==> src/i2c_flags_consts.vh <==
/*
  Constants for the two-wire controller event status logic: register
  address, status bit positions, field widths, reset values, FIFO depth.
  Assumes it is included by bare name from the design files.
*/
// Function
// - General-call flag bit 11 set on acknowledged general call; disable or clear-read clears.
// - Bytes after an acknowledged general call go into the receive buffer.
// - Bit 10 reports START or repeated START in master and slave roles.
// - Bit 9 reports STOP in master and slave roles.
// - Bit 8 latches activity; cleared by disable, activity or combined clear-read, reset.
// - Bit 7 set when master withholds acknowledge while we are slave transmitter.
// - Bit 6 set on transmit abort; cause captured in abort cause register.
// - While abort flag set, transmit FIFO held empty; accepts bytes after clear-read.
// - Remote read request sets bit 5 and stretches clock low until serviced.
// - Read-request flag clears right after its clear register is read.
// - Bit 4 high while transmit level at or below threshold.
// - Disabled: transmit FIFO flushed; bit 4 follows state machine activity.
// - Bit 3 set when data port written with transmit buffer holding 32.
// - Bit 2 high while receive level at or above threshold.
// - Disable flushes receive FIFO and clears bit 2 at once.
// - Byte arriving with receive buffer at 32 is acknowledged, dropped, sets bit 1.
// - Bit 0 set when data port read while receive buffer empty.
// - After disable, overflow and underflow flags hold until internal enable drops.
// - Each raw flag gated by its own mask bit into masked status.
`ifndef I2C_FLAGS_CONSTS_VH
`define I2C_FLAGS_CONSTS_VH

`define STAT_ADDR 32'h5000132c
`define STAT_W 16
`define EVT_W 12
`define STAT_RST 16'h0000
`define EVT_RST 12'h000
`define UPPER_ZERO 4'h0
`define MASK_RST 12'h8ff

`define BIT_GEN_CALL 11
`define BIT_START 10
`define BIT_STOP 9
`define BIT_ACTIVITY 8
`define BIT_RX_DONE 7
`define BIT_TX_ABRT 6
`define BIT_RD_REQ 5
`define BIT_TX_EMPTY 4
`define BIT_TX_OVER 3
`define BIT_RX_FULL 2
`define BIT_RX_OVER 1
`define BIT_RX_UNDER 0

`define FIFO_DEPTH 6'd32
`define LVL_W 6
`define LVL_ZERO 6'h00
`define LVL_ONE 6'h01
`define CAUSE_W 16
`define CAUSE_RST 16'h0000

`endif

==> src/fill_counter.v <==
/*
  Fill level tracker for one FIFO, with flush, full and empty,
  and one-cycle pulses for a push when full outside a flush or a pop when empty.
  Assumes push and pop come from logic on clk.
*/
`timescale 1ns/1ps
`default_nettype none
`include "i2c_flags_consts.vh"
module fill_counter (
  input wire clk,
  input wire rst,
  input wire flush,
  input wire push,
  input wire pop,
  output reg [`LVL_W-1:0] level,
  output wire full,
  output wire empty,
  output wire push_lost,
  output wire pop_lost
);
  wire do_push;
  wire do_pop;

  assign full = (level == `FIFO_DEPTH);
  assign empty = (level == `LVL_ZERO);
  assign push_lost = push & full & ~flush;
  assign pop_lost = pop & empty;
  assign do_push = push & ~full;
  assign do_pop = pop & ~empty;

  always @(posedge clk or posedge rst) begin
    if (rst) begin
      level <= `LVL_ZERO;
    end else if (flush) begin
      level <= `LVL_ZERO;
    end else if (do_push & ~do_pop) begin
      level <= level + `LVL_ONE;
    end else if (do_pop & ~do_push) begin
      level <= level - `LVL_ONE;
    end
  end
endmodule // fill_counter
`default_nettype wire

==> src/i2c_event_status.v <==
/*
  Event status flags of a two-wire bus controller: twelve sticky or
  level flags, their masked view, the interrupt line, transmit and
  receive fill tracking, and the clock stretch for read requests.
  Every sticky flag keeps an event that lands in its clearing cycle,
  so a clear-read racing an event never hides that event.
  Assumes the protocol engine and processor strobes run on clk;
  the bus pins are asynchronous and are synchronised here.
  Software must write the data port to end a stretch.
*/
`timescale 1ns/1ps
`default_nettype none
`include "i2c_flags_consts.vh"
module i2c_event_status (
  input wire clk,
  input wire rst,
  // Bus pins
  input wire scl_in,
  input wire sda_in,
  output reg scl_out,
  output reg scl_oe,
  // Protocol engine events
  input wire fsm_active,
  input wire gen_call_ack,
  input wire rx_byte_valid,
  input wire slave_tx_nack,
  input wire tx_abort_event,
  input wire [`CAUSE_W-1:0] tx_abort_cause,
  input wire read_request_event,
  input wire tx_pop,
  // Processor side
  input wire controller_enable_bit,
  input wire [`EVT_W-1:0] event_mask_reg,
  input wire [`LVL_W-1:0] transmit_threshold_reg,
  input wire [`LVL_W-1:0] receive_threshold_reg,
  input wire data_command_write,
  input wire data_command_read,
  input wire general_call_clear_read,
  input wire activity_clear_read,
  input wire combined_clear_read,
  input wire abort_clear_read,
  input wire read_request_clear_read,
  output reg [`STAT_W-1:0] masked_event_status,
  output reg [`EVT_W-1:0] raw_event_status,
  output reg intr,
  output reg [`CAUSE_W-1:0] abort_cause_reg,
  output reg internal_enable_signal,
  output reg tx_accept,
  output reg [`LVL_W-1:0] tx_level,
  output reg [`LVL_W-1:0] rx_level
);
  // ---------------------------------------------------------------
  // Pin synchronisation and bus condition detection
  // ---------------------------------------------------------------
  wire [1:0] pins_s;
  reg scl_d;
  reg sda_d;
  wire scl_s;
  wire sda_s;
  wire start_seen;
  wire stop_seen;

  pin_sync #(
    .W(2),
    .INIT(2'h3)
  ) u_pin_sync (
    .clk(clk),
    .rst(rst),
    .d({scl_in, sda_in}),
    .q(pins_s)
  );

  assign scl_s = pins_s[1];
  assign sda_s = pins_s[0];

  // Delay flops reset to the idle-high level so no edge follows reset
  always @(posedge clk or posedge rst) begin
    if (rst) begin
      scl_d <= 1'b1;
      sda_d <= 1'b1;
    end else begin
      scl_d <= scl_s;
      sda_d <= sda_s;
    end
  end

  // Data moving while the clock stays high marks START or STOP
  assign start_seen = scl_s & scl_d & sda_d & ~sda_s;
  assign stop_seen = scl_s & scl_d & ~sda_d & sda_s;

  // ---------------------------------------------------------------
  // Internal enable
  // ---------------------------------------------------------------
  // Enable rises at once but falls only when the state machines are
  // idle, so a transfer in flight is never cut short.
  always @(posedge clk or posedge rst) begin
    if (rst) begin
      internal_enable_signal <= 1'b0;
    end else if (controller_enable_bit) begin
      internal_enable_signal <= 1'b1;
    end else if (!fsm_active) begin
      internal_enable_signal <= 1'b0;
    end
  end

  // ---------------------------------------------------------------
  // FIFO fill tracking
  // ---------------------------------------------------------------
  reg f_tx_abrt;
  wire tx_flush;
  wire rx_flush;
  wire [`LVL_W-1:0] tx_lvl;
  wire [`LVL_W-1:0] rx_lvl;
  wire tx_full;
  wire rx_empty;
  wire tx_over_pulse;
  wire rx_over_pulse;
  wire rx_under_pulse;

  assign tx_flush = ~controller_enable_bit | f_tx_abrt;
  assign rx_flush = ~controller_enable_bit;

  fill_counter u_tx_fill (
    .clk(clk),
    .rst(rst),
    .flush(tx_flush),
    .push(data_command_write),
    .pop(tx_pop),
    .level(tx_lvl),
    .full(tx_full),
    .empty(),
    .push_lost(tx_over_pulse),
    .pop_lost()
  );

  // General-call payload arrives as ordinary received bytes
  fill_counter u_rx_fill (
    .clk(clk),
    .rst(rst),
    .flush(rx_flush),
    .push(rx_byte_valid),
    .pop(data_command_read),
    .level(rx_lvl),
    .full(),
    .empty(rx_empty),
    .push_lost(rx_over_pulse),
    .pop_lost(rx_under_pulse)
  );

  always @(posedge clk or posedge rst) begin
    if (rst) begin
      tx_level <= `LVL_ZERO;
      rx_level <= `LVL_ZERO;
      tx_accept <= 1'b0;
    end else begin
      tx_level <= tx_lvl;
      rx_level <= rx_lvl;
      // No new bytes while an abort holds the FIFO flushed
      tx_accept <= controller_enable_bit & ~f_tx_abrt & ~tx_full;
    end
  end

  // ---------------------------------------------------------------
  // Sticky event flags
  // ---------------------------------------------------------------
  // Every sticky flag uses set | (flag & ~clear): an event landing in
  // the clearing cycle is kept.
  reg f_gen_call;
  reg f_start;
  reg f_stop;
  reg f_activity;
  reg f_rx_done;
  reg f_rd_req;
  reg f_tx_empty;
  reg f_tx_over;
  reg f_rx_full;
  reg f_rx_over;
  reg f_rx_under;
  wire disabled;
  wire en_gone;

  assign disabled = ~controller_enable_bit;
  assign en_gone = ~internal_enable_signal;

  // Disable wipes the bus-event flags; abort and read request stay
  // because software still owes them an explicit clear-read.
  wire gen_call_clr;
  wire event_clr;
  wire activity_clr;
  wire abort_clr;
  wire rd_req_clr;
  wire error_clr;

  assign gen_call_clr = disabled | general_call_clear_read | combined_clear_read;
  assign event_clr = disabled | combined_clear_read;
  assign activity_clr = disabled | activity_clear_read | combined_clear_read;
  assign abort_clr = abort_clear_read | combined_clear_read;
  assign rd_req_clr = read_request_clear_read | combined_clear_read;
  // Error flags wait for the engine to go idle, not for the enable bit
  assign error_clr = en_gone | combined_clear_read;

  // Next values of the event flags; set beats clear in every term.
  // Keeping them apart lets one process hold every clear condition.
  reg next_gen_call;
  reg next_start;
  reg next_stop;
  reg next_activity;
  reg next_rx_done;
  reg next_tx_abrt;
  reg next_rd_req;
  reg next_tx_over;
  reg next_rx_over;
  reg next_rx_under;

  always @* begin
    next_gen_call = gen_call_ack | (f_gen_call & ~gen_call_clr);
    next_start = start_seen | (f_start & ~event_clr);
    next_stop = stop_seen | (f_stop & ~event_clr);
    next_activity = fsm_active | start_seen | (f_activity & ~activity_clr);
    next_rx_done = slave_tx_nack | (f_rx_done & ~event_clr);
    next_tx_abrt = tx_abort_event | (f_tx_abrt & ~abort_clr);
    next_rd_req = read_request_event | (f_rd_req & ~rd_req_clr);
    next_tx_over = tx_over_pulse | (f_tx_over & ~error_clr);
    next_rx_over = rx_over_pulse | (f_rx_over & ~error_clr);
    next_rx_under = rx_under_pulse | (f_rx_under & ~error_clr);
  end

  always @(posedge clk or posedge rst) begin
    if (rst) begin
      f_gen_call <= 1'b0;
      f_start <= 1'b0;
      f_stop <= 1'b0;
      f_activity <= 1'b0;
      f_rx_done <= 1'b0;
      f_tx_abrt <= 1'b0;
      f_rd_req <= 1'b0;
    end else begin
      f_gen_call <= next_gen_call;
      f_start <= next_start;
      f_stop <= next_stop;
      f_activity <= next_activity;
      f_rx_done <= next_rx_done;
      f_tx_abrt <= next_tx_abrt;
      f_rd_req <= next_rd_req;
    end
  end

  // Error flags survive a disable until the engine has gone idle
  always @(posedge clk or posedge rst) begin
    if (rst) begin
      f_tx_over <= 1'b0;
      f_rx_over <= 1'b0;
      f_rx_under <= 1'b0;
    end else begin
      f_tx_over <= next_tx_over;
      f_rx_over <= next_rx_over;
      f_rx_under <= next_rx_under;
    end
  end

  // ---------------------------------------------------------------
  // Level flags from fill thresholds
  // ---------------------------------------------------------------
  // Level flags follow the fill counts while enabled and never latch
  reg next_tx_empty;
  reg next_rx_full;

  always @* begin
    if (controller_enable_bit) begin
      next_tx_empty = (tx_lvl <= transmit_threshold_reg);
    end else begin
      // Flushed FIFO looks empty only while the engine still works
      next_tx_empty = fsm_active;
    end
    // Disable flushes the receive side, so the flag drops at once
    next_rx_full = controller_enable_bit & (rx_lvl >= receive_threshold_reg);
  end

  always @(posedge clk or posedge rst) begin
    if (rst) begin
      f_tx_empty <= 1'b0;
      f_rx_full <= 1'b0;
    end else begin
      f_tx_empty <= next_tx_empty;
      f_rx_full <= next_rx_full;
    end
  end

  // ---------------------------------------------------------------
  // Abort cause capture
  // ---------------------------------------------------------------
  // The cause stays until the next abort; clear-reads leave it alone
  always @(posedge clk or posedge rst) begin
    if (rst) begin
      abort_cause_reg <= `CAUSE_RST;
    end else if (tx_abort_event) begin
      abort_cause_reg <= tx_abort_cause;
    end
  end

  // ---------------------------------------------------------------
  // Clock stretch for remote reads
  // ---------------------------------------------------------------
  // Held until the processor supplies the byte; the flag clear alone
  // does not release the bus, so software must write the data port.
  always @(posedge clk or posedge rst) begin
    if (rst) begin
      scl_out <= 1'b0;
      scl_oe <= 1'b0;
    end else begin
      scl_out <= 1'b0;
      if (read_request_event) begin
        scl_oe <= 1'b1;
      end else if (data_command_write) begin
        scl_oe <= 1'b0;
      end
    end
  end

  // ---------------------------------------------------------------
  // Status view and interrupt
  // ---------------------------------------------------------------
  wire [`EVT_W-1:0] raw_now;
  wire [`EVT_W-1:0] masked_now;

  assign raw_now = {f_gen_call, f_start, f_stop, f_activity, f_rx_done, f_tx_abrt,
                    f_rd_req, f_tx_empty, f_tx_over, f_rx_full, f_rx_over, f_rx_under};
  assign masked_now = raw_now & event_mask_reg;

  // Bits 15 to 12 have no flag behind them and read as zero
  // Views trail the flags by one cycle so all outputs come from flops
  always @(posedge clk or posedge rst) begin
    if (rst) begin
      raw_event_status <= `EVT_RST;
      masked_event_status <= `STAT_RST;
      intr <= 1'b0;
    end else begin
      raw_event_status <= raw_now;
      masked_event_status <= {`UPPER_ZERO, masked_now};
      intr <= |masked_now;
    end
  end
endmodule // i2c_event_status
`default_nettype wire

==> src/pin_sync.v <==
/*
  Two-flop synchroniser for a group of pin levels.
  Assumes inputs are asynchronous to clk; output is safe to use.
*/
`timescale 1ns/1ps
`default_nettype none
module pin_sync #(
  parameter W = 2,
  parameter [W-1:0] INIT = {W{1'b1}}
) (
  input wire clk,
  input wire rst,
  input wire [W-1:0] d,
  output reg [W-1:0] q
);
  reg [W-1:0] meta;

  always @(posedge clk or posedge rst) begin
    if (rst) begin
      meta <= INIT;
      q <= INIT;
    end else begin
      meta <= d;
      q <= meta;
    end
  end
endmodule // pin_sync
`default_nettype wire
==> config.mk <==
export PLATFORM = sky130hd
export DESIGN_NAME = i2c_event_status
export DESIGN_NICKNAME = d
export VERILOG_FILES = /design/src/fill_counter.v /design/src/i2c_event_status.v /design/src/pin_sync.v
export VERILOG_INCLUDE_DIRS = /design/src
export SDC_FILE = /design/constraint.sdc
export NUM_CORES = 1
export LEC_CHECK = 0
export BUFFER_PORTS_ARGS = -buffer_cell sky130_fd_sc_hd__buf_2
export CAP_MARGIN = 30
export CORE_MARGIN = 4
export CORE_UTILIZATION = 50
export CTS_CLUSTER_DIAMETER = 200
export DETAILED_ROUTE_END_ITERATION = 12
export PLACE_DENSITY = 0.79
export SKIP_CTS_REPAIR_TIMING = 1
export SLEW_MARGIN = 20
export SYNTH_ARGS = -nofsm -noshare
export SYNTH_HDL_FRONTEND = slang
export SYNTH_SLANG_ARGS = --single-unit
==> constraint.sdc <==
create_clock -name clk -period 3.3 [get_ports clk]
set_input_delay 0.165 -clock clk [delete_from_list [all_inputs] [get_ports clk]]
set_output_delay 0.165 -clock clk [all_outputs]
set_load 0.05 [all_outputs]
## Word-level counts from Yosys, hierarchy flattened

Index checks and enable logic that the tools add are counted.
Widths: inputs -> output; s select.

- Register bits: 86
- Input bits: 59
- Output and inout port bits: 61

- $add $sub $neg: 4
- $lt $le $gt $ge: 2
- Equal/unequal tests: 4
- Multiplexer cells: 11
- Bitwise gates (word level): 72
- Reduce and logical (&&, ||, !) cells: 5

Operators with widths:

| kind | count |
|---|---|
| $mux 6 | 6 |
| $and 1x1->1 | 31 |
| $not 1->1 | 20 |
| $or 1x1->1 | 20 |
| $add 6x1->6 const B | 2 |
| $and 12x12->12 | 1 |
| $eq 6x6->1 const B | 2 |
| $logic_not 6->1 | 2 |
| $reduce_or 12->1 | 1 |
| $sub 6x1->6 const B | 2 |
| $ge 6x6->1 | 1 |
| $le 6x6->1 | 1 |
| $mux 1 | 5 |
| $ne 3x1->1 const B | 1 |
| $reduce_bool 3->1 | 1 |
| $ne 2x1->1 const B | 1 |
| $reduce_bool 2->1 | 1 |

## Longest topological paths before layout

Gate-level depths: netlist of the first run.

- Depth after elaboration: 8
- Gate-level depth with buffers: 11

## Cells and area by module

Synthesis of the first run repeated with hierarchy kept, for this count alone.

- Cells, all modules: 296
- Area total of the unflattened synthesis: 3753.6 um2

By module, submodules not included:

| module | instances | cells an instance | area an instance (um2) | sequential area each (um2) |
|---|---|---|---|---|
| i2c_event_status | 1 | 179 | 2618.8 | 1754.2 |
| fill_counter | 2 | 56 | 513.0 | 150.1 |
| pin_sync | 1 | 5 | 108.9 | 105.1 |

## Least setup slack after synthesis of the first run

Ideal clock, no wire load.

- Path type: register -> register
- Start point: register u_tx_fill.level[0]
- End point: register u_tx_fill.level[5]
- Setup time: 0.069 ns
- Arrival: 2.652 ns
- Data required time: 3.231 ns
- Setup slack: 0.580 ns
- Stages on the path, launching flop included: 11
- Path buffers: 0
- Clock period less this slack: 2.720 ns
- Cell sequence: dfrtp_1 or4_4 o21ai_2 nand3_1 ha_1 a211oi_1 o21bai_1 a21oi_1 xnor2_1 or4_1 nand3_1

- Cells in the longest elaborated chain, start to end: 7
- Elaborated cells between the ends (all ways): 16

Ends and longest elaborated chain:

| what | RTL line | source |
|---|---|---|
| start, declared | fill_counter.v:15 | `` output reg [`LVL_W-1:0] level, `` |
| start signal, assigned | fill_counter.v:33 | `` level <= `LVL_ZERO; `` |
| start signal, assigned | fill_counter.v:35 | `` level <= `LVL_ZERO; `` |
| start signal, assigned | fill_counter.v:37 | `` level <= level + `LVL_ONE; `` |
| parallel branches: the longest is 7 deep, another holds $sub 6x1->6 | - |  |

Several ways; the timed one is not identified. The select of a mux whose other input is x is not followed.
A chain may end at the register's enable or synchronous reset.

## Final worst setup path of the first run

Ends and elaborated chain as after synthesis.

==> metrics.txt, run 1 <==
status=complete, no violations; Post-route DRC=0; Crit Reg-Reg Startpoint=u_tx_fill.level[0]$_DFFE_PP0P_; Synth Area in Adders=8.03%; GRT Total Usage=18.7%; Worst EP arrival=3.22 ns; Primary FF master, synth=dfrtp_1; critical path capture point type=register; crit path cell chain=or4_4 -> o21ai_2 -> nand3_1 -> ha_1 -> a211oi_1 -> o21bai_1 -> a21oi_1 -> xnor2_1 -> or4_1 -> nand3_1; final-stage net count=500; Buf+Inv Stages, Crit Path=0; ANT nets after route=0; cts bufs inserted=9; count of final setup violators=0; Port Buffer Count=114; I/O pin count=120; Synth-to-Final Area Change=24.1%; part of the power in combinational logic=36.3%; clock sink count=86; busiest grt layer=met2; pwr/cell area=677 nW/um2; clk root buf=clkbuf_8; worst-margin pin slew=0.633 ns; Setup TNS=0 ns; most used cell along the critical path=nand3_1; Die Y=93.0 um; period utilization=89.1%; HPWL Detailed=6090 um; average size of a mapped cell=12.3 um2; P_sw=1.18 mW; Slew headroom=57.8%; Synth Area in Simple Gates=10.1%; GR Util met1=24.1%; Worst Clk Skew=0.0101 ns; largest family of logic cells by synthesized area=compound AO/OA/AOI/OAI gates; H-tree lvl count=3; Synth Area in XOR/XNOR=1.70%; Final Hold Fails=0; first-pass GRT wire length=12600 um; fraction of layout cells with a size suffix above 1=36.8%; row cnt=30; internal reg-to-reg setup slack=0.36 ns; Sw Ratio=38.7%; CTS tree=yes; crit path max fanout=8; CP Launch Type=register; Seq. cell area=2160 um2; Crit path max-delay family=simple AND/OR/NAND/NOR gates; Yosys top cell by area=dfrtp_1; total core area=6910 um2; critical setup path kind=register to register; Vias=2604; r2r worst-path depth=10; max FFs per register=16; Worst-Skew Late Latency=0.34 ns; WHS Endpoint=f_rx_done$_DFF_PP0_; vias in the first global route=2573; Synth Area in Compound Gates=10.4%; Max-Cap Viols=0; top cells by area, synth=dfrtp_1, ha_1, mux2_2; EDFF count, synth=0; final WL=8090 um; DR iter-0 viols=96; Netlist cell types=46; Synth warnings=0; min-delay src=slave_tx_nack; Synth Register Bits=86; largest net degree at the start of global routing=37; Max clock buf depth=2; f_max=0.340 GHz; met2 Use GR=31.6%; Worst R2R End=u_tx_fill.level[5]$_DFFE_PP0P_; RSZ-0062 raised after global routing=no; fill count=580; die width=93.0 um; async set or reset register ratio after synthesis=100%; peak supply drop=237 uV; 1st-pass router iterations=4; CP required=3.58 ns; clock-pin slew on the worst setup and hold paths=0.08 ns; share of the synthesized area in the top cell type=55.4%; Hold Path Depth=2; Initial Util=52.4%; GP Congestion=0.919; Clock power frac=20.5%; met3 Usage GRT=4.51%; synthesized area=3620 um2; slowest stage cell, crit path=or4_4; Pins Over Slew Limit=0; initial antenna violation count=0; Period minus WS final=2.94 ns; Leak=2.38 nW; ANT cells=0; multi-input logic area=1310 um2; Hold Path Class=input port to register; sequential area share after synthesis=59.7%; Syn Inst Count=293; sequential share of power=43.2%; final hold slack=0.0124 ns; via density per instance=5.01; post-synthesis mux area share=5.54%; crit-path max cell delay=0.57 ns; GR Overflow Total=0; P_int=1.86 mW; Total Die Area=8660 um2; average wire per standard cell=15.6 um
## kinds of logic after synthesis
| family | after synthesis |
|---|---|
| buf+inv | 37 |
| compound gates | 56 |
| xor+xnor | 7 |
| mux | 18 |
| flops | 86 |
| fa+ha+maj | 22 |
| simple gates | 66 |
| other cells | 1 |
## layer usage
layer	vias to the layer above	part of all wire, %
met5	-	0
met4	0	1.2
met3	9	6.8
met2	90	49
met1	1256	43
li1	1249	-
## Yosys cell counts (6+ instances only)
cell type  instances
and2_1            15
dfstp_2            6
a21o_1            13
inv_1             26
mux2_2            16
a21oi_1           10
ha_1              20
nand2_1           10
nand3_1            8
dfrtp_1           80
o21ai_0           12
nor2_1            10
## placed cells by master (no fill, tap or decap), drive strengths merged, types with 2 or more instances in the layout
| cell type | n |
|---|---|
| o21ai | 13 |
| o21bai | 2 |
| nor3 | 2 |
| nor2 | 10 |
| dfrtp | 80 |
| nand4 | 2 |
| nor2b | 5 |
| and2 | 15 |
| dlygate4sd3 | 4 |
| clkinv | 4 |
| or4 | 2 |
| nand2 | 10 |
| and3 | 3 |
| buf | 117 |
| o21a | 2 |
| clkbuf | 12 |
| clkinvlp | 2 |
| nand2b | 2 |
| a21o | 13 |
| a211oi | 3 |
| fa | 2 |
| o31ai | 5 |
| ha | 20 |
| xnor2 | 5 |
| dfstp | 6 |
| a32o | 3 |
| conb | 5 |
| nor4 | 2 |
| nand3 | 8 |
| mux2 | 16 |
| a21oi | 10 |
| inv | 25 |
| xor2 | 2 |
| mux2i | 2 |
## worst max-delay path by stage
stage                                         from                        endpoint  slack (ns)  cells after the start
finish              u_tx_fill.level[0]$_DFFE_PP0P_  u_tx_fill.level[5]$_DFFE_PP0P_        0.36                     10
global route        u_tx_fill.level[0]$_DFFE_PP0P_  u_tx_fill.level[5]$_DFFE_PP0P_        0.18                     10
CTS                 u_tx_fill.level[0]$_DFFE_PP0P_  u_tx_fill.level[5]$_DFFE_PP0P_        0.36                     10
detailed placement  u_tx_fill.level[0]$_DFFE_PP0P_  u_tx_fill.level[5]$_DFFE_PP0P_        0.37                     10
global placement    u_tx_fill.level[0]$_DFFE_PP0P_  u_tx_fill.level[5]$_DFFE_PP0P_        0.47                     10
floorplan           u_tx_fill.level[0]$_DFFE_PP0P_  u_tx_fill.level[5]$_DFFE_PP0P_        0.58                     10
## final cells by class
class                   count  area share (%)
flip-flops and latches     86            48.1
multi-input cells         174            29.2
repair buffers            121            14.1
clock buffers              12            3.01
well taps                  96            2.68
inverters                  27            2.29
clock inverters             4           0.558
## power by group through the flow
stage / Combinational [mW] / Clock (mW) / Sequential, mW
2_1_floorplan: 0.525 / 0 / 1.63
5_1_grt: 1.19 / 0.685 / 1.34
3_5_place_dp: 1.09 / 0 / 1.33
4_1_cts: 1.10 / 0.634 / 1.31
6_report: 1.10 / 0.623 / 1.31
3_3_place_gp: 1.06 / 0 / 1.33
## metrics by stage
step	util, %	area, um2	setup slack [ns]	power (mW)	cells
floorplan	-	3630	0.580	2.16	297
global placement	62.1	4290	0.474	2.39	500
detailed placement	62.1	4290	0.371	2.42	500
CTS	64.4	4450	0.355	3.05	516
global route	65.0	4490	0.180	3.21	520
finish	65.0	4490	0.359	3.04	520
Power figures use the tool's default switching activity.
==> run 2, diff against run 1 <==
ABC_AREA = 1   (was default)
CORE_UTILIZATION = 55   (was 50)
PLACE_DENSITY = 0.85   (was 0.79)
clock period = 3.7 ns   (was 3.3 ns; I/O delays follow)
==> metrics.txt, run 2 <==
CP required=3.94 ns (+0.36 ns); largest net degree at the start of global routing=46 (+24%); most frequent cells in the layout=buf_2, nand2_1, dfrtp_1, inv_1, ha_1; Setup TNS=0 ns (unchanged); most common cell after layout, fill and taps aside=buf_2; Syn Inst Count=383 (+31%); critical path capture point type=register; slowest stage cell, crit path=dfrtp_1; Max-Cap Viols=0 (unchanged); f_max=0.454 GHz (+34%); sequential share of power=40.9% (-2.3 points); EDFF count, synth=0 (unchanged); status=complete, no violations; Place WS=1.53 ns (+1.16 ns); vias in the first global route=3075 (+20%); cts bufs inserted=9 (unchanged); async set or reset register ratio after synthesis=100% (unchanged); PnR worst setup slack=1.50 ns (+1.14 ns); Worst Clk Skew=0.00977 ns (-0.000344 ns); I/O pin count=120 (unchanged); Sw Ratio=40.5% (+1.8 points); Hold Path Depth=2 (unchanged); initial antenna violation count=0 (unchanged); HPWL Detailed=6460 um (+6.1%); GR Overflow Total=0 (unchanged); Worst EP arrival=2.44 ns (-0.78 ns); worst-margin pin slew=0.746 ns (+0.113 ns); clock-pin slew on the worst setup and hold paths=0.08 ns (about the same); multi-input logic area=1380 um2 (+4.8%); P_sw=1.16 mW (-1.2%); fraction of layout cells with a size suffix above 1=32.7% (-4.0 points); final-stage net count=589 (+18%); via density per instance=5.07 (+1.2%); share of the synthesized area in the top cell type=53.0% (-2.4 points); Synth-to-Final Area Change=22.9%; Vias=2990 (+15%); post-route cell area=4640 um2 (+3.4%); crit path max fanout=9 (+1); ANT cells=0 (unchanged); Period minus WS final=2.20 ns (-0.741 ns); Initial Util=58.2% (+5.8 points); critical setup path kind=register to register; count leader, synth=nand2_1; Max clock buf depth=2 (unchanged); Seq. cell area=2160 um2 (unchanged); top cells by count, synth=nand2_1, dfrtp_1, inv_1; DR iter-0 viols=120 (+25%); row cnt=29 (-3.3%); max FFs per register=16 (unchanged); Leak=2.66 nW (+12%); Worst-Skew Late Latency=0.35 ns (about the same); GRT Total Usage=21.6% (+2.9 points); 1st-pass router iterations=4 (unchanged); sequential area share after synthesis=57.2% (-2.6 points); most used cell along the critical path=nand3_1; average wire per standard cell=14.6 um (-5.8%); Primary FF master, synth=dfrtp_1; Final Power=2.87 mW (-5.4%); Netlist cell types=39 (-15%); number of cells on the critical path=11 (+1); CP Launch Type=register; Final Hold Fails=0 (unchanged); period utilization=59.5% (-30 points); Pins Over Slew Limit=0 (unchanged); RSZ-0062 raised after global routing=no; clock sink count=86 (unchanged); clk root buf=clkbuf_8; Synth warnings=0 (unchanged); P_int=1.71 mW (-8.1%); peak supply drop=259 uV (+9.3%); final WL=8640 um (+6.9%); fill count=464 (-20%); Clock power frac=22.9% (+2.4 points); H-tree lvl count=3 (unchanged); Slew headroom=50.2% (-7.6 points); Yosys top cell by area=dfrtp_1; pwr/cell area=619 nW/um2 (-8.6%); count of final setup violators=0 (unchanged); Post-route DRC=0 (unchanged); Buf+Inv Stages, Crit Path=0 (unchanged); Hold Path Class=input port to register; Die Y=90.9 um (-2.3%); ANT nets after route=0 (unchanged); first-pass GRT wire length=14400 um (+14%); Synth Register Bits=86 (unchanged); Total Die Area=8260 um2 (-4.6%); CTS tree=yes; dpl cell area=4420 um2 (+3.0%); total core area=6490 um2 (-6.0%); top cells by area, synth=dfrtp_1, nand2_1, ha_1; r2r worst-path depth=11 (+1); die width=90.9 um (-2.3%); crit-path max cell delay=0.45 ns (-0.12 ns); part of the power in combinational logic=36.2% (about the same); crit path cell chain=nor2_2 -> nand3_1 -> nand2_2 -> nand2_4 -> ha_1 -> nand2_1 -> or2_2 -> nand3b_1 -> nand3_1 -> nand3_1 -> nand2_1; GP Congestion=0.885 (-3.8%); Port Buffer Count=114 (unchanged); Crit path max-delay family=simple AND/OR/NAND/NOR gates; synthesized area=3780 um2 (+4.5%); average size of a mapped cell=9.86 um2 (-20%)
## run 2: stage by stage
| stage | std cells | util [%] | hold WS [ns] |
|---|---|---|---|
| final | 590 | 71.5 | 0.0213 |
| after global routing | 590 | 71.5 | 0.0172 |
| after CTS | 587 | 71.0 | -0.0836 |
| after detailed placement | 571 | 68.0 | 0.294 |
| after global placement | 571 | 68.0 | 0.295 |
| after floorplan | 387 | - | 0.189 |
## run 2: path summary, 6_finish.rpt
kind / startpoint / end / slack, ns
max in group asynchronous: rst / u_pin_sync.meta[0]$_DFF_PP1_ / 2.23
worst min-delay path: abort_clear_read / f_tx_abrt$_DFF_PP0_ / 0.02
min in group asynchronous: rst / raw_event_status[7]$_DFF_PP0_ / 0.49
worst min register to register: u_pin_sync.meta[0]$_DFF_PP1_ / u_pin_sync.q[0]$_DFF_PP1_ / 0.35
worst max-delay path: u_rx_fill.level[2]$_DFFE_PP0P_ / u_rx_fill.level[5]$_DFFE_PP0P_ / 1.50
worst max register to register: u_rx_fill.level[2]$_DFFE_PP0P_ / u_rx_fill.level[5]$_DFFE_PP0P_ / 1.50
## run 2: logic make-up (layout without fill, tap and decap cells)
family,count (synthesis),after routing,synth area share (%)
AO/OA/AOI/OAI,41,41,6.76
XOR/XNOR,6,6,1.39
adder cells (fa/ha/maj),22,22,7.68
buffers and inverters,63,189,6.82
flip-flops,86,86,57.2
other,1,5,0.0993
AND/OR/NAND/NOR,164,164,20.1
## run 2: per-layer routing
metal	vias to the layer above	part of all wire (%)	track usage, %
met2	121	49	36.2
met5	-	0	0
met1	1402	41	26.6
li1	1448	-	-
met4	0	2.6	9.92
met3	19	7.2	4.92
## run 2: worst register-to-register path, cell delays in order (launching register included)
cell and delay, ns:
dfrtp_1 0.45, nor2_2 0.18, nand3_1 0.12, nand2_2 0.14
nand2_4 0.11, ha_1 0.38, nand2_1 0.09, or2_2 0.31
nand3b_1 0.09, nand3_1 0.08, nand3_1 0.09, nand2_1 0.06
## run 2: area by class of cell
class	instances	area share [%]
flip-flops and latches	86	46.5
well taps	77	2.08
clock inverters	6	1.46
clock buffers	10	2.75
repair buffers	118	13.1
multi-input cells	238	29.6
inverters	55	4.47
## run 2: power groups by stage
stage	registers [mW]	logic (mW)	clock network [mW]
global placement	1.19	1.00	0
floorplan	1.45	0.527	0
finish	1.17	1.04	0.658
detailed placement	1.19	1.04	0
CTS	1.17	1.04	0.664
global route	1.19	1.14	0.703
